==> src/pso_cfg.svh <==
// Purpose: constants for the pipelined sample output port
// Assumes: 40 MHz system clock, 25 ns period
// Notes: times in ns, cycle counts derived from them
`ifndef PSO_CFG_SVH
`define PSO_CFG_SVH
`define PSO_CODE_W 10
`define PSO_CODE_ZERO 10'h000
`define PSO_CODE_TOP 10'h3ff
`define PSO_LATENCY 2
`define PSO_CLK_NS 25
`define PSO_WAKE_NS 700
`define PSO_WAKE_CYC ((`PSO_WAKE_NS + `PSO_CLK_NS - 1) / `PSO_CLK_NS)
`define PSO_FIFO_DEPTH 4
`endif

==> src/pso_pkg.sv <==
// Purpose: types for the pipelined sample output port
// Assumes: pso_cfg.svh holds the numbers
// Notes: none
`include "pso_cfg.svh"
package pso_pkg;
  typedef logic [`PSO_CODE_W-1:0] pso_code_t;
  typedef struct packed
  {
    logic below;
    logic above;
    pso_code_t code;
  } pso_sample_s;
  typedef enum logic [1:0]
  {
    PSO_SLEEP = 2'b00,
    PSO_WAKE = 2'b01,
    PSO_RUN = 2'b10
  } pso_state_e;
endpackage

==> src/pso_fifo.sv <==
// Purpose: small valid/ready fifo between sampler and output stage
// Assumes: single clock, synchronous active-low reset
// Notes: full and empty are exact; no write when full
`timescale 1ns/1ps
`default_nettype none
module pso_fifo #(
  parameter int WIDTH = 12,
  parameter int DEPTH = 4
)(
  // clock and reset
  input wire logic i_mclk,
  input wire logic i_rst_n,
  // fill side
  input wire logic i_in_valid,
  input wire logic [WIDTH-1:0] i_in_data,
  output logic o_in_ready,
  // drain side
  output logic o_out_valid,
  output logic [WIDTH-1:0] o_out_data,
  input wire logic i_out_ready
);
  localparam int AW = $clog2(DEPTH);
  if (DEPTH < 2 || (1 << AW) != DEPTH)
  begin : g_bad_depth
    $error("pso_fifo: depth must be a power of two >= 2");
  end
  logic [WIDTH-1:0] mem_q [DEPTH];
  logic [WIDTH-1:0] mem_d [DEPTH];
  logic [AW:0] wr_q, wr_d, rd_q, rd_d;
  logic push, pop;
  assign o_in_ready = (wr_q - rd_q) != (AW+1)'(DEPTH);
  assign o_out_valid = wr_q != rd_q;
  assign o_out_data = mem_q[rd_q[AW-1:0]];
  assign push = i_in_valid && o_in_ready;
  assign pop = o_out_valid && i_out_ready;
  always_comb
  begin
    mem_d = mem_q;
    wr_d = wr_q;
    rd_d = rd_q;
    if (push)
    begin
      mem_d[wr_q[AW-1:0]] = i_in_data;
      wr_d = wr_q + 1'b1;
    end
    if (pop)
      rd_d = rd_q + 1'b1;
  end
  always_ff @(posedge i_mclk)
  begin
    if (!i_rst_n)
    begin
      wr_q <= '0;
      rd_q <= '0;
      for (int i = 0; i < DEPTH; i++)
        mem_q[i] <= '0;
    end
    else
    begin
      wr_q <= wr_d;
      rd_q <= rd_d;
      mem_q <= mem_d;
    end
  end
  a_fifo_no_over: assert property (@(posedge i_mclk) disable iff (!i_rst_n)
    !o_in_ready |-> (wr_q - rd_q) == (AW+1)'(DEPTH))
    else $error("fifo ready low while not full");
endmodule // pso_fifo
`default_nettype wire

==> src/pso_port.sv <==
// Purpose: digital output side of a 10-bit pipelined sampling converter
// Assumes: samples arrive as codes plus range flags from the quantiser
// Notes: sampling edge is the falling edge of the sample clock pin
//
// Behaviour
// - A sample is taken on each falling sample-clock edge while converting.
// - A sample's code reaches the bus two sample-clock cycles after capture.
// - After the first two cycles of a run, every sample-clock cycle yields a new code in a continuous stream.
// - An input below the lower reference produces the all-zero code.
// - An input above the upper reference produces the all-ones code.
// - Codes are 10-bit unsigned values from zero to the top code.
// - Conversion runs only while the clock toggles and sleep is low.
// - The bus is driven only while the active-low enable is low.
// - While sleep is high the code bus floats; the status outputs stay driven.
// - Each output update happens only after a falling sample-clock edge.
// - The previous word holds for a while after each falling edge.
// - After sleep falls, results during the wake interval are flagged.
`timescale 1ns/1ps
`default_nettype none
`include "pso_cfg.svh"
module pso_port
  import pso_pkg::*;
#(
  parameter int WAKE_CYC = `PSO_WAKE_CYC,
  parameter int LATENCY = `PSO_LATENCY
)(
  // clock and reset
  input wire logic i_mclk,
  input wire logic i_rst_n,
  // pins from the far side
  input wire logic i_sample_clk,
  input wire logic i_sleep_request,
  input wire logic i_drive_en_n,
  // quantiser result
  input wire logic [`PSO_CODE_W-1:0] i_raw_code,
  input wire logic i_below_ref,
  input wire logic i_above_ref,
  // output bus pins
  output logic [`PSO_CODE_W-1:0] o_code,
  output logic [`PSO_CODE_W-1:0] o_code_oe,
  // status
  output logic o_sample_strobe,
  output logic o_wake_busy,
  output logic o_fifo_stall
);
  // refused at elaboration: the pipe and the wake counter are fixed
  if (LATENCY != 2)
  begin : g_bad_latency
    $error("pso_port: pipeline built for a latency of two");
  end
  if (WAKE_CYC < 1 || WAKE_CYC > 65535)
  begin : g_bad_wake
    $error("pso_port: wake count must fit the 16-bit counter");
  end

  // two-flop synchronisers; first stage read by second only
  logic [2:0] sync1_q, sync2_q, sync1_d, sync2_d;
  logic clk_prev_q, clk_prev_d;
  always_comb
  begin
    sync1_d = {i_sample_clk, i_sleep_request, i_drive_en_n};
    sync2_d = sync1_q;
    clk_prev_d = sync2_q[2];
  end
  always_ff @(posedge i_mclk)
  begin
    if (!i_rst_n)
    begin
      sync1_q <= 3'h7;
      sync2_q <= 3'h7;
      clk_prev_q <= 1'b1;
    end
    else
    begin
      sync1_q <= sync1_d;
      sync2_q <= sync2_d;
      clk_prev_q <= clk_prev_d;
    end
  end
  logic clk_s, sleep_s, en_n_s, fall;
  assign clk_s = sync2_q[2];
  assign sleep_s = sync2_q[1];
  assign en_n_s = sync2_q[0];
  assign fall = clk_prev_q && !clk_s;

  // sleep / wake state
  pso_state_e st_q, st_d;
  logic [15:0] wake_q, wake_d;
  always_comb
  begin
    st_d = st_q;
    wake_d = wake_q;
    case (st_q)
      PSO_SLEEP:
      begin
        if (!sleep_s)
        begin
          st_d = PSO_WAKE;
          wake_d = 16'(WAKE_CYC);
        end
      end
      PSO_WAKE:
      begin
        if (sleep_s)
          st_d = PSO_SLEEP;
        else if (wake_q <= 16'h0001)
        begin
          st_d = PSO_RUN;
          wake_d = 16'h0000;
        end
        else
          wake_d = wake_q - 16'h0001;
      end
      PSO_RUN:
      begin
        if (sleep_s)
          st_d = PSO_SLEEP;
      end
      default:
        st_d = PSO_SLEEP;
    endcase
  end
  always_ff @(posedge i_mclk)
  begin
    if (!i_rst_n)
    begin
      st_q <= PSO_SLEEP;
      wake_q <= 16'h0000;
    end
    else
    begin
      st_q <= st_d;
      wake_q <= wake_d;
    end
  end
  logic active;
  assign active = (st_q != PSO_SLEEP) && !sleep_s;

  // helper: cycles spent in the wake state, for the bound checks
  logic [15:0] wlen_q, wlen_d;
  always_comb
  begin
    wlen_d = 16'h0000;
    if (st_q == PSO_WAKE)
      wlen_d = wlen_q + 16'h0001;
  end
  always_ff @(posedge i_mclk)
  begin
    if (!i_rst_n)
      wlen_q <= 16'h0000;
    else
      wlen_q <= wlen_d;
  end
  a_wake_bound: assert property (@(posedge i_mclk) disable iff (!i_rst_n)
    wlen_q <= 16'(WAKE_CYC))
    else $error("wake interval overran its count");
  a_wake_full: assert property (@(posedge i_mclk) disable iff (!i_rst_n)
    (st_q == PSO_WAKE && st_d == PSO_RUN) |-> wlen_q == 16'(WAKE_CYC - 1))
    else $error("wake interval cut short");
  a_wbusy_run: assert property (@(posedge i_mclk) disable iff (!i_rst_n)
    (st_q == PSO_RUN) |=> !wbusy_q)
    else $error("wake flag high while running");

  // sample capture with clamping
  pso_sample_s smp;
  always_comb
  begin
    smp.below = i_below_ref;
    smp.above = i_above_ref;
    if (i_below_ref)
      smp.code = `PSO_CODE_ZERO;
    else if (i_above_ref)
      smp.code = `PSO_CODE_TOP;
    else
      smp.code = i_raw_code;
  end
  logic take;
  assign take = fall && active;

  // sleep also empties the queue, so a wake never replays stale samples
  logic fifo_rst_n;
  assign fifo_rst_n = i_rst_n && active;
  // stage one: fifo holds captured samples
  logic in_ready, out_valid, pop;
  pso_sample_s fifo_out;
  pso_fifo #(
    .WIDTH($bits(pso_sample_s)),
    .DEPTH(`PSO_FIFO_DEPTH)
  ) u_fifo (
    .i_mclk(i_mclk),
    .i_rst_n(fifo_rst_n),
    .i_in_valid(take),
    .i_in_data(smp),
    .o_in_ready(in_ready),
    .o_out_valid(out_valid),
    .o_out_data(fifo_out),
    .i_out_ready(pop)
  );

  // fill counter: one sample in flight per pending edge
  logic [2:0] depth_q, depth_d;
  logic [`PSO_CODE_W-1:0] out_q, out_d;
  logic wbusy_q, wbusy_d, stall_q, stall_d;
  // second falling edge after capture releases the sample: latency two
  assign pop = fall && active && out_valid && (depth_q >= 3'h2);
  always_comb
  begin
    depth_d = depth_q;
    out_d = out_q;
    wbusy_d = (st_q == PSO_WAKE);
    stall_d = stall_q || (take && !in_ready);
    if (!active)
      depth_d = 3'h0;
    else if (take && in_ready && !pop)
      depth_d = depth_q + 3'h1;
    else if (pop && !(take && in_ready))
      depth_d = depth_q - 3'h1;
    if (pop)
      out_d = fifo_out.code;
    if (!active)
      stall_d = 1'b0;
  end
  always_ff @(posedge i_mclk)
  begin
    if (!i_rst_n)
    begin
      depth_q <= 3'h0;
      out_q <= `PSO_CODE_ZERO;
      wbusy_q <= 1'b0;
      stall_q <= 1'b0;
    end
    else
    begin
      depth_q <= depth_d;
      out_q <= out_d;
      wbusy_q <= wbusy_d;
      stall_q <= stall_d;
    end
  end

  // pin drive: float on sleep or enable high
  logic drive;
  assign drive = !sleep_s && !en_n_s;
  assign o_code = out_q;
  assign o_code_oe = {`PSO_CODE_W{drive}};
  assign o_sample_strobe = take;
  assign o_wake_busy = wbusy_q;
  assign o_fifo_stall = stall_q;

  a_float_sleep: assert property (@(posedge i_mclk) disable iff (!i_rst_n)
    sleep_s |-> o_code_oe == '0)
    else $error("bus driven during sleep");
  a_float_en: assert property (@(posedge i_mclk) disable iff (!i_rst_n)
    en_n_s |-> o_code_oe == '0)
    else $error("bus driven with enable high");
  a_drive_on: assert property (@(posedge i_mclk) disable iff (!i_rst_n)
    (!en_n_s && !sleep_s) |-> o_code_oe == '1)
    else $error("bus not driven when enabled");
  a_update_edge: assert property (@(posedge i_mclk) disable iff (!i_rst_n)
    (out_q != $past(out_q)) |-> $past(fall))
    else $error("output changed without falling edge");
  a_clamp_low: assert property (@(posedge i_mclk) disable iff (!i_rst_n)
    i_below_ref |-> smp.code == 10'h000)
    else $error("below-range code not zero");
  a_clamp_high: assert property (@(posedge i_mclk) disable iff (!i_rst_n)
    (i_above_ref && !i_below_ref) |-> smp.code == 10'h3ff)
    else $error("above-range code not all ones");
  a_take_sleep: assert property (@(posedge i_mclk) disable iff (!i_rst_n)
    sleep_s |-> !take)
    else $error("sample taken while asleep");
  a_wake_flag: assert property (@(posedge i_mclk) disable iff (!i_rst_n)
    $rose(st_q == PSO_WAKE) |=> wbusy_q)
    else $error("wake flag not raised");
  a_take_fall: assert property (@(posedge i_mclk) disable iff (!i_rst_n)
    take |-> $past(clk_s) && !clk_s)
    else $error("sample not on falling edge");
  a_pop_depth: assert property (@(posedge i_mclk) disable iff (!i_rst_n)
    pop |-> depth_q >= 3'h2)
    else $error("sample released before two cycles");

  // pipeline checks
  a_take_once: assert property (@(posedge i_mclk) disable iff (!i_rst_n)
    take |=> !take)
    else $error("two samples taken in a row");
  a_take_run: assert property (@(posedge i_mclk) disable iff (!i_rst_n)
    take |-> st_q != PSO_SLEEP)
    else $error("sample taken in sleep state");
  a_sleep_depth: assert property (@(posedge i_mclk) disable iff (!i_rst_n)
    !active |=> depth_q == 3'h0)
    else $error("pipe count kept over sleep");
  a_stall_clear: assert property (@(posedge i_mclk) disable iff (!i_rst_n)
    !active |=> !stall_q)
    else $error("stall flag kept over sleep");
  a_fifo_room: assert property (@(posedge i_mclk) disable iff (!i_rst_n)
    take |-> in_ready)
    else $error("sample refused by full queue");
  a_depth_cap: assert property (@(posedge i_mclk) disable iff (!i_rst_n)
    depth_q <= 3'h2)
    else $error("more than two samples in flight");
  a_code_follow: assert property (@(posedge i_mclk) disable iff (!i_rst_n)
    pop |=> out_q == $past(fifo_out.code))
    else $error("released code not on the bus");
  a_out_hold: assert property (@(posedge i_mclk) disable iff (!i_rst_n)
    !$past(pop) |-> out_q == $past(out_q))
    else $error("output word changed between updates");
endmodule // pso_port
`default_nettype wire

==> config.mk <==
export PLATFORM = sky130hd
export DESIGN_NAME = pso_port
export DESIGN_NICKNAME = d
export VERILOG_FILES = /design/src/pso_pkg.sv /design/src/pso_fifo.sv /design/src/pso_port.sv
export VERILOG_INCLUDE_DIRS = /design/src /design/src/src
export SDC_FILE = /design/constraint.sdc
export NUM_CORES = 1
export LEC_CHECK = 0
export BUFFER_PORTS_ARGS = -buffer_cell sky130_fd_sc_hd__buf_2
export CORE_ASPECT_RATIO = 1.75
export CORE_MARGIN = 5
export CORE_UTILIZATION = 40
export CTS_CLUSTER_DIAMETER = 100
export DETAILED_ROUTE_END_ITERATION = 8
export HOLD_SLACK_MARGIN = 0.08
export PLACE_DENSITY = 0.63
export RECOVER_POWER = 50
export SLEW_MARGIN = 10
export SYNTH_ARGS = -nofsm -noshare
export SYNTH_HDL_FRONTEND = slang
export SYNTH_HIERARCHICAL = 1
export SYNTH_SLANG_ARGS = --single-unit
export TNS_END_PERCENT = 20
==> constraint.sdc <==
create_clock -name i_mclk -period 4.6 [get_ports i_mclk]
set_clock_uncertainty 0.2 [all_clocks]
set_input_delay 0.23 -clock i_mclk [delete_from_list [all_inputs] [get_ports i_mclk]]
set_output_delay 0.23 -clock i_mclk [all_outputs]
set_load 0.05 [all_outputs]
Word level (Yosys, flattened, before mapping)
Index checks and enable logic that the tools add are counted.
{"block": "totals", "register_bits": 94, "in_bits": 17}
{"block": "classes", "reduce_logical": 27, "n_addsub": 6, "muxes": 19, "order_cmp": 5, "n_eq_ne": 8, "n_bitwise": 2}
{"cell": "$bwmux W48", "count": 1}
{"cell": "$mux W16", "count": 3}
{"cell": "$mux W10", "count": 4}
{"cell": "$pmux W16 S2", "count": 1}
{"cell": "$bmux W12 S2", "count": 1}
{"cell": "$demux W12 S2", "count": 1}
{"cell": "$le A16 B1 Y1 const B", "count": 1}
{"cell": "$sub A16 B1 Y16 const B", "count": 1}
{"cell": "$logic_and A1 B1 Y1", "count": 13}
{"cell": "$mux W12", "count": 1}
{"cell": "$add A3 B1 Y3 const B", "count": 3}
{"cell": "$mux W2", "count": 4}
{"cell": "$ge A3 B3 Y1 const B", "count": 2}
{"cell": "$logic_not A1 Y1", "count": 6}
{"cell": "$mux W3", "count": 2}
{"cell": "$ne A2 B2 Y1 const B", "count": 3}
{"cell": "$not A2 Y3", "count": 2}
{"cell": "$pmux W2 S3", "count": 1}
{"cell": "$reduce_and A3 Y1", "count": 2}
{"cell": "$reduce_bool A2 Y1", "count": 3}
{"cell": "$ge A3 B2 Y1 const B", "count": 1}
{"cell": "$lt A3 B1 Y1 const B", "count": 1}
{"cell": "$ne A3 B2 Y1 const B", "count": 1}
{"cell": "$ne A3 B3 Y1", "count": 1}
{"cell": "other kinds (8)", "count": 8}

Logic depth before layout (Yosys ltp)
Gate-level depths: netlist (run 1).
{"block": "depth", "word_depth": 8, "ltp_mapped": 14}

Modules after synthesis
Netlist (run 1), hierarchy kept.
{"mod": "pso_fifo", "area_per_inst_um2": 2549.9, "cells_per_inst": 234, "n_inst": 1}
{"mod": "pso_port", "area_per_inst_um2": 1973.1, "cells_per_inst": 224, "n_inst": 1}

Least setup slack after synthesis (run 1)
Ideal clock, no wire load.
{"block": "synth_timing", "path_kind": "flip-flop to flip-flop", "startpoint": "register st_q[0]", "endpoint": "register depth_q[2]", "path_stages_with_launch": 12, "setup_slack_ps": 1093, "t_required_ps": 4330, "path_buffers": 1, "arrival_time_ps": 3237, "cell_sequence": "dfxtp_1 -> nor2_1 -> nor4b_2 -> o211a_1 -> buf_4 -> inv_1 -> ha_1 -> inv_1 -> fa_1 -> xor2_1 -> or3_1 -> a21oi_1"}
{"block": "synth_via", "elab_chain_len": 8, "word_cells_on_any_way": 13, "cone_classes": "mux: 1; reduce/logical: 12"}
{"item": "start, declared", "line_no": "pso_port.sv:87", "rtl": "pso_state_e st_q, st_d;"}
{"item": "start signal, assigned", "line_no": "pso_port.sv:132", "rtl": "st_q <= st_d;"}
{"item": "$reduce_bool A2 Y1 *", "line_no": "pso_port.sv:137", "rtl": "assign active = (st_q != PSO_SLEEP) && !sleep_s;"}
{"item": "$logic_and A1 B1 Y1 *", "line_no": "pso_port.sv:137"}
{"item": "$logic_and A1 B1 Y1 *", "line_no": "pso_port.sv:178", "rtl": "assign take = fall && active;"}
{"item": "net o_sample_strobe", "line_no": "pso_port.sv:42", "rtl": "output logic o_sample_strobe,"}
{"item": "$logic_and A1 B1 Y1 * (2 in a row)", "line_no": "pso_port.sv:205", "rtl": "assign pop = fall && active && out_valid && (depth_q >= 3'h2);"}
{"item": "net pop", "line_no": "pso_port.sv:184", "rtl": "logic in_ready, out_valid, pop;"}
{"item": "$logic_not A1 Y1", "line_no": "pso_port.sv:214", "rtl": "else if (take && in_ready && !pop)"}
{"item": "$logic_and A1 B1 Y1", "line_no": "pso_port.sv:214"}
{"item": "$mux W3 or $reduce_bool A2 Y1 (tied branches)"}
{"item": "end signal, assigned", "line_no": "pso_port.sv:234", "rtl": "depth_q <= depth_d;"}
{"item": "end, declared", "line_no": "pso_port.sv:201", "rtl": "logic [2:0] depth_q, depth_d;"}
The timed path passes the listed nets; every way through them passes the cells marked *.
A chain may end at the register's enable or synchronous reset.

Final worst setup path (run 1)
{"block": "layout_timing", "startpoint": "register st_q[0]", "endpoint": "register depth_q[2]"}
{"block": "layout_via", "elab_chain_len": 8, "word_cells_on_any_way": 13, "cone_classes": "mux: 1; reduce/logical: 12"}
{"item": "$reduce_bool A2 Y1 *", "line_no": "pso_port.sv:137"}
{"item": "$logic_and A1 B1 Y1 *", "line_no": "pso_port.sv:137"}
{"item": "$logic_and A1 B1 Y1", "line_no": "pso_port.sv:178, pso_port.sv:205"}
{"item": "$logic_and A1 B1 Y1 (2 in a row)", "line_no": "pso_port.sv:205"}
{"item": "$logic_not A1 Y1", "line_no": "pso_port.sv:214"}
{"item": "$logic_and A1 B1 Y1", "line_no": "pso_port.sv:214"}
{"item": "$mux W3 or $reduce_bool A2 Y1 (tied branches)"}
Mark *: on every way between the ends. The rest lies on a longest branch, timed or not.

==> impl_metrics.yaml, run 1 <==
sta:
  max_freq_mhz: 305
  setup_violations: 0
  min_period_ps: 3280
  fin_tns_setup_ps: 0
  grt_setup_unrepaired: "false"
  hold_viol: 0
  slew_violations: 0
  worst_pin_slew_ps: 1140
  slew_headroom_pct: 23.3
  period_share_pct: 71.3
routing:
  dr.first_iter.drc_count: 75
  via_count: 3004
  wl_mm: 8.76
  viasPerCell: 5.14
  wire_per_inst_um: 15.0
  drc: 0
  dr.pass1.iters: 4
  final_antenna_net_count: 0
finish:
  drive_gt1_share_pct: 12.5
  area_growth_pct: 9.62
  instances_no_fill: 584
  nNetsFinal: 480
  antenna_cells: 0
  fill_cells: 1032
floorplanning:
  die_w_um: 87.5
  coreArea_um2: 10300
  boundaryPins: 40
  start_util_pct: 40.8
  rows: 49
  fp.dieH_um: 146
  dieArea_um2: 12700
clock_tree:
  clkSlewWorstSetupHoldPaths_ps: 60
  cts-resized-gates: 0
  clock-root-buffer: "clkbuf_16"
  cts_hold_buf: 3
  htreeDepth: 3
  postCtsSetupBuffers: 0
  tritoncts: "done"
  cts_made_buffers: 9
  clock_sinks: 86
  clk_latency_ps: 330
  cts_buffer_depth: 2
placement:
  gp_congestion: 0.778
  hpwl_mm: 6.35
  io_buffers: 39
  place_inst: 565
pwr:
  peakVddDrop_v: 0.000253
  switching_share_pct: 23.2
  seqPwrFrac_pct: 50.0
  p_int_mw: 1.16
  p_per_area_nw_per_um2: 330
  combPwrFrac_pct: 5.1
  power_leakage_nw: 1.62
  p_switching_mw: 0.352
  p_clk_share_pct: 44.9
synthesis:
  synth_cells: 430
  yosys_warnings: 6
  syn_nets: 458
  syn_area_per_cell_um2: 9.77
  synth_area_um2: 4200
grt:
  grtUsageMet3_pct: 2.38
  grt_pass1_wl_mm: 15.0
  grt_pass1_vias: 3078
  grt_max_degree: 60
  antenna_found_initial: 0
  grt_use_total_pct: 14.7
  grt_overflow: 0
  grt_busiest_layer: "met2"
  grtUsageMet2_pct: 26.2
  grt_util_met1_pct: 16.5
worst_setup_path:
  critPathLaunch: "st_q[0]"
  crit_path_max_fanout: 13
  start_kind: "flop"
  r2r_cells: 10
  worstPathArrival_ps: 3350
  cp.required_ps: 4670
  crit_path_end_kind: "flop"
  worstReg2RegStart: "st_q[0]"
  worstSetupPathType: "flop to flop"
job:
  max_cap_violations: 0
hold_path:
  hp-start: "i_raw_code[0]"
  hold_depth: 5
  holdCritPathClass: "input pin to flop"
status:
  status: "finished clean"
==> cell usage in the layout, fill, tap and decap left out, types with 9 or more instances in the layout <==
master,instances
nand2_1,67
nor2b_1,16
a21oi_1,13
dfxtp_1,86
nand2b_1,10
buf_2,16
mux4_2,10
clkbuf_1,23
mux2i_1,58
inv_1,13
ha_1,10
clkbuf_16,9
nor2_1,34
==> path summary, 6_finish.rpt <==
path | slack [ps] | end
setup / recovery | 1320 | depth_q[2]
hold / removal | 150 | u_fifo/mem_q[36]
setup reg to reg | 1320 | depth_q[2]
hold reg to reg | 210 | sync2_q[2]
==> power groups by stage <==
stage / Clock [mW] / Combinational, mW / Sequential [mW]
after floorplan: 0 / 0.0604 / 0.775
after global placement: 0 / 0.0791 / 0.776
after detailed placement: 0 / 0.0802 / 0.776
after CTS: 0.701 / 0.0825 / 0.759
after global routing: 0.731 / 0.0873 / 0.759
final: 0.682 / 0.0770 / 0.758
==> sequential cells by signal (all words and copies together) (netlist names) <==
name	count
clk_prev_q	1
depth_q	3
o_code	10
o_fifo_stall	1
o_wake_busy	1
st_q	2
sync1_q	3
sync2_q	3
u_fifo/mem_q	40
u_fifo/rd_q	3
u_fifo/wr_q	3
wake_q	16
==> layer usage <==
metal	wire length [um]	vias to the layer above
li1	-	1511
met1	3520	1440
met2	4840	40
met3	221	13
met4	183	0
met5	0	-
==> area by class of cell <==
cell class | count | area, um2 | area share, %
multi-input cells | 297 | 2170 | 47.1
clock inverters | 6 | 46.3 | 1.01
clock buffers | 10 | 239 | 5.19
repair buffers | 45 | 219 | 4.76
well taps | 127 | 159 | 3.45
inverters | 13 | 48.8 | 1.06
flip-flops and latches | 86 | 1720 | 37.4
==> critical path, stage by stage (launching register included) <==
cell,delay [ps]
dfxtp_1,460
nor2_1,120
nor4b_2,640
o211a_1,670
inv_1,100
ha_1,250
inv_1,70
fa_1,170
xor2_1,80
or3_1,310
a21oi_1,130
==> stage by stage <==
step | setup WS, ps | total power, mW | utilization (%) | hold slack [ps] | area (um2)
floorplan | 1090 | 0.835 | - | 131 | 4200
global placement | 1470 | 0.855 | 42.4 | 208 | 4370
detailed placement | 1280 | 0.856 | 42.4 | 196 | 4370
CTS | 1250 | 1.54 | 45.5 | 112 | 4680
global route | 1030 | 1.58 | 44.7 | 197 | 4600
finish | 1320 | 1.52 | 44.7 | 145 | 4600
(Power assumes the default switching activity.)
==> inputs of run 2 (changes only) <==
--- a/config.mk
+++ b/config.mk
@@ -13,7 +13,7 @@
 export CTS_CLUSTER_DIAMETER = 100
 export DETAILED_ROUTE_END_ITERATION = 8
 export HOLD_SLACK_MARGIN = 0.08
-export PLACE_DENSITY = 0.63
+export PLACE_DENSITY = 0.65
 export RECOVER_POWER = 50
 export SLEW_MARGIN = 10
 export SYNTH_ARGS = -nofsm -noshare
==> constraint.sdc (replaced) <==
create_clock -name i_mclk -period 2.65 [get_ports i_mclk]
set_clock_uncertainty 0.2 [all_clocks]
set_input_delay 0.1325 -clock i_mclk [delete_from_list [all_inputs] [get_ports i_mclk]]
set_output_delay 0.1325 -clock i_mclk [all_outputs]
set_load 0.05 [all_outputs]
==> run 2 against run 1 <==
Utilization increased by 2.9 points; setup slack got worse by 1200 ps; worst hold slack worse by 59 ps; clock-buffer cell count down 1; via count is 2.8% higher; routed wire length shrank 0.10%; non-clock buffer count grew 21; first-iteration DRC count up 48%; maximum frequency increased by 30%; critical path depth grew 2; flip-flop and latch count unchanged; global-route usage is the same; largest power group unchanged.
==> impl_metrics.yaml, run 2 (same netlist as run 1, synthesis figures left out) <==
hold_path:
  hp-start: "i_raw_code[8]"
  holdCritPathClass: "input pin to flop"
  worstHoldEndpoint: "u_fifo/mem_q[8]"
  hold_depth: 5
worst_setup_path:
  r2r_slack_ps: 120
  crit_path_end_kind: "flop"
  crit_path_max_fanout: 2
  cp.required_ps: 2720
  worstReg2RegStart: "u_fifo/wr_q[0]"
  r2r_cells: 12
  r2r_end: "depth_q[2]"
  worstSetupPathType: "flop to flop"
  start_kind: "flop"
  worstPathArrival_ps: 2600
finish:
  area_growth_pct: 16.7
  fill_cells: 995
  final_area_um2: 4900
  top_register: "u_fifo/mem_q"
  multi_input_comb_area_um2: 2250
  drive_gt1_share_pct: 16.5
  antenna_cells: 0
  seq_area_um2: 1730
  nNetsFinal: 501
  largest_reg_flops: 40
  final_common_cell: "dfxtp_1"
  final_cell_mix: "dfxtp_1, nand2_1, mux2i_1, nor2_1, clkbuf_1"
placement:
  hpwl_mm: 6.35
  io_buffers: 39
  gp_congestion: 0.788
  place_ws_ps: 63.6
  placed_cell_area_um2: 4490
sta:
  slew_headroom_pct: 58.8
  worst_pin_slew_ps: 621
  hold_viol: 0
  grt_setup_unrepaired: "false"
  min_period_ps: 2530
  setup_violations: 0
  max_freq_mhz: 395
  hold-worst-slack_ps: 86.6
  period_share_pct: 95.5
  slew_violations: 0
  fin_ws_ps: 118
floorplanning:
  start_util_pct: 40.8
  coreArea_um2: 10300
  die_w_um: 87.5
  rows: 49
  fp.dieH_um: 146
  dieArea_um2: 12700
  boundaryPins: 40
status:
  status: "finished clean"
routing:
  viasPerCell: 5.10
  wire_per_inst_um: 14.5
  drc: 0
  final_antenna_net_count: 0
  dr.first_iter.drc_count: 111
  dr.pass1.iters: 4
  via_count: 3088
  wl_mm: 8.75
grt:
  grt_pass1_vias: 3128
  grt_overflow: 0
  grt_max_degree: 60
  grt_pass1_wl_mm: 15.0
  grt_use_total_pct: 14.7
  antenna_found_initial: 0
clock_tree:
  clkSlewWorstSetupHoldPaths_ps: 70
  postCtsSetupBuffers: 0
  htreeDepth: 3
  tritoncts: "done"
  clock_sinks: 86
  clock-root-buffer: "clkbuf_16"
  cts_buffer_depth: 2
  cts_made_buffers: 9
  clk_latency_ps: 340
pwr:
  peakVddDrop_v: 0.000390
  total_power_mw: 2.70
  p_per_area_nw_per_um2: 552
  power_leakage_nw: 1.75
job:
  max_cap_violations: 0
## run 2: cell count changes in the layout (fill, tap and decap cells not counted), moves of 2 or more
cell and delta:
dlygate4sd3_1 +12, buf_4 +7, inv_6 +3, a21oi_1 -2, a21oi_2 +2, clkinvlp_4 -2, dfxtp_1 -2, dfxtp_4 +2
inv_1 -2, inv_2 +2
## run 2: where the power goes
part / switching (mW) / internal, mW
clock: 0.571 / 0.665
sequential: 0.0131 / 1.30
combinational: 0.0845 / 0.0672
total: 0.668 / 2.03
## run 2: cell type report
type / instances / share of cell area [%]
well taps: 127 / 3.24
inverters: 13 / 0.996
clock inverters: 7 / 1.46
multi-input cells: 297 / 45.9
repair buffers: 66 / 8.48
flip-flops and latches: 86 / 35.3
clock buffers: 9 / 4.60
## run 2: metal layers
metal	vias to the layer above	global-route usage (%)	share of wire [%]
met5	-	0	0
met3	12	2.83	2.4
met1	1478	16.3	40
met4	0	5.15	1.6
met2	41	26.8	56
li1	1557	-	-
## run 2: through the flow
step	util, %	instances	TNS [ps]
after floorplan	-	430	-473
after global placement	43.6	574	0
after detailed placement	43.6	574	0
after CTS	47.9	605	0
after global routing	47.6	605	0
final	47.6	605	0
## run 2: critical path: stages (launching register included)
cell     delay (ps)
dfxtp_1         340
inv_1            60
ha_1            180
nor2b_2         180
xnor2_4         130
nand3_2          90
and2_4          150
ha_4            140
inv_2            40
fa_2            340
xor2_1          160
or3_1           330
a21oi_2         140
## run 2: how the worst max path moves through the flow
stage	to	slack, ps	start	cells past startpoint
after floorplan	depth_q[2]	-240	st_q[0]	11
after global placement	depth_q[2]	130	u_fifo/wr_q[1]	11
after detailed placement	depth_q[2]	60	u_fifo/wr_q[1]	11
after CTS	depth_q[2]	60	u_fifo/wr_q[0]	12
after global routing	depth_q[2]	30	u_fifo/wr_q[0]	12
final	depth_q[2]	120	u_fifo/wr_q[0]	12
## run 2: timing repair
item,in CTS,in global routing
setup endpoints to repair,1,2
endpoints found under the hold margin,44,0
resized for setup,1,4
hold buffers,15,0
==> inputs of run 3 (changes only) <==
--- a/config.mk
+++ b/config.mk
@@ -7,13 +7,12 @@
 export NUM_CORES = 1
 export LEC_CHECK = 0
 export BUFFER_PORTS_ARGS = -buffer_cell sky130_fd_sc_hd__buf_2
-export CORE_ASPECT_RATIO = 1.75
 export CORE_MARGIN = 5
 export CORE_UTILIZATION = 40
 export CTS_CLUSTER_DIAMETER = 100
 export DETAILED_ROUTE_END_ITERATION = 8
 export HOLD_SLACK_MARGIN = 0.08
-export PLACE_DENSITY = 0.65
+export PLACE_DENSITY = 0.71
 export RECOVER_POWER = 50
 export SLEW_MARGIN = 10
 export SYNTH_ARGS = -nofsm -noshare
==> run 3 against run 2 <==
Worst hold slack better by 28 ps; setup slack better by 66 ps; flip-flop and latch count stayed put; final area is 0.64% higher.
==> impl_metrics.yaml, run 3 (same netlist as run 1, synthesis figures left out) <==
hold_path:
  worstHoldEndpoint: "u_fifo/mem_q[29]"
  hold_depth: 4
  holdCritPathClass: "input pin to flop"
  hp-start: "i_below_ref"
routing:
  drc: 0
  wl_mm: 8.58
  dr.pass1.iters: 4
  via_count: 3110
  final_antenna_net_count: 0
  dr.first_iter.drc_count: 175
  viasPerCell: 4.98
  wire_per_inst_um: 13.7
worst_setup_path:
  r2r_cells: 12
  crit_path_max_fanout: 2
  crit_path_end_kind: "flop"
  start_kind: "flop"
  worstReg2RegStart: "u_fifo/wr_q[0]"
  worstPathArrival_ps: 2550
  cp.required_ps: 2730
  worstSetupPathType: "flop to flop"
  r2r_end: "depth_q[2]"
  r2r_slack_ps: 180
clock_tree:
  cts_made_buffers: 9
  cts_buffer_depth: 2
  tritoncts: "done"
  clk_latency_ps: 350
  clkSlewWorstSetupHoldPaths_ps: 80
  htreeDepth: 3
  clock_sinks: 86
  clock-root-buffer: "clkbuf_8"
pwr:
  seqPwrFrac_pct: 54.5
  p_switching_mw: 0.555
  peakVddDrop_v: 0.000209
  total_power_mw: 2.41
  combPwrFrac_pct: 6.8
  power_leakage_nw: 1.76
  p_per_area_nw_per_um2: 489
  switching_share_pct: 23.0
  p_clk_share_pct: 38.7
  p_int_mw: 1.86
finish:
  nNetsFinal: 512
  post-route-util_pct: 48.0
  largest_reg_flops: 40
  fill_cells: 969
  top_register: "u_fifo/mem_q"
  antenna_cells: 0
  area_growth_pct: 17.4
  drive_gt1_share_pct: 16.2
  final_common_cell: "dfxtp_1"
  final_cell_mix: "dfxtp_1, nand2_1, mux2i_1, nor2_1, dlygate4sd3_1"
grt:
  grt_max_degree: 60
  grt_pass1_vias: 3119
  grt_overflow: 0
  grt_pass1_wl_mm: 14.4
  grt_use_total_pct: 13.8
  antenna_found_initial: 0
sta:
  max_freq_mhz: 406
  grt_setup_unrepaired: "false"
  slew_violations: 0
  worst_pin_slew_ps: 738
  min_period_ps: 2470
  slew_headroom_pct: 50.4
  setup_violations: 0
  hold_viol: 0
  period_share_pct: 93.0
status:
  status: "finished clean"
floorplanning:
  start_util_pct: 40.9
  fp.dieH_um: 112
  rows: 37
  die_w_um: 112
  coreArea_um2: 10300
  dieArea_um2: 12600
  boundaryPins: 40
placement:
  io_buffers: 39
  hpwl_mm: 5.92
  gp_congestion: 0.826
job:
  max_cap_violations: 0
## run 3: cell types whose count changed in the layout (fill, tap and decap cells not counted), sizes merged
cell and change:
inv -5, clkinv -1, clkbuf +4, dlygate4sd3 +10, buf +1, clkinvlp +2
## run 3: worst max path at each step
stage	start	endpoint	slack (ps)
CTS	u_fifo/wr_q[1]	depth_q[2]	20
detailed placement	u_fifo/wr_q[1]	depth_q[2]	50
finish	u_fifo/wr_q[0]	depth_q[2]	180
global placement	u_fifo/wr_q[1]	depth_q[2]	130
global route	u_fifo/wr_q[1]	depth_q[2]	20
floorplan	st_q[0]	depth_q[2]	-240
## run 3: timing repair
action	CTS	global route
resized for setup	0	3
setup endpoints to repair	0	1
endpoints found under the hold margin	47	0
buffers inserted	0	0
hold buffers	25	0
## run 3: area by class of cell
class | instances | area (um2) | share of cell area [%]
clock buffers | 13 | 190 | 3.86
inverters | 13 | 48.8 | 0.990
repair buffers | 77 | 523 | 10.6
flip-flops and latches | 86 | 1730 | 35.1
clock inverters | 3 | 23.8 | 0.482
multi-input cells | 297 | 2250 | 45.5
well taps | 136 | 170 | 3.45
## run 3: power groups by stage
stage,combinational [mW],sequential [mW],clock [mW]
2_1_floorplan,0.105,1.34,0
3_3_place_gp,0.134,1.35,0
3_5_place_dp,0.136,1.35,0
4_1_cts,0.167,1.32,0.961
5_1_grt,0.185,1.32,1.01
6_report,0.164,1.31,0.935
## run 3: through the flow
step	instance area (um2)	cells	TNS (ps)	hold slack (ps)	setup slack [ps]
final	4930	625	0	115	184
after CTS	4970	625	0	93.2	22.5
after detailed placement	4510	584	0	118	45.6
after floorplan	4250	430	-473	34.0	-241
after global placement	4510	584	0	118	129
after global routing	4930	625	0	159	18.4
## run 3: worst max-delay path, stage by stage, from the launching register on
cell,delay (ps)
dfxtp_1,330
inv_1,60
ha_1,200
nor2b_4,140
xnor2_4,120
nand3_1,110
and2_4,160
ha_4,140
inv_2,40
fa_2,340
xor2_1,150
or3_1,300
a21oi_1,120
## run 3: per-layer routing
metal	track usage (%)	wire (um)
met5	0	0
met4	3.53	68
met1	16.8	3990
met3	3.13	266
met2	24.7	4260
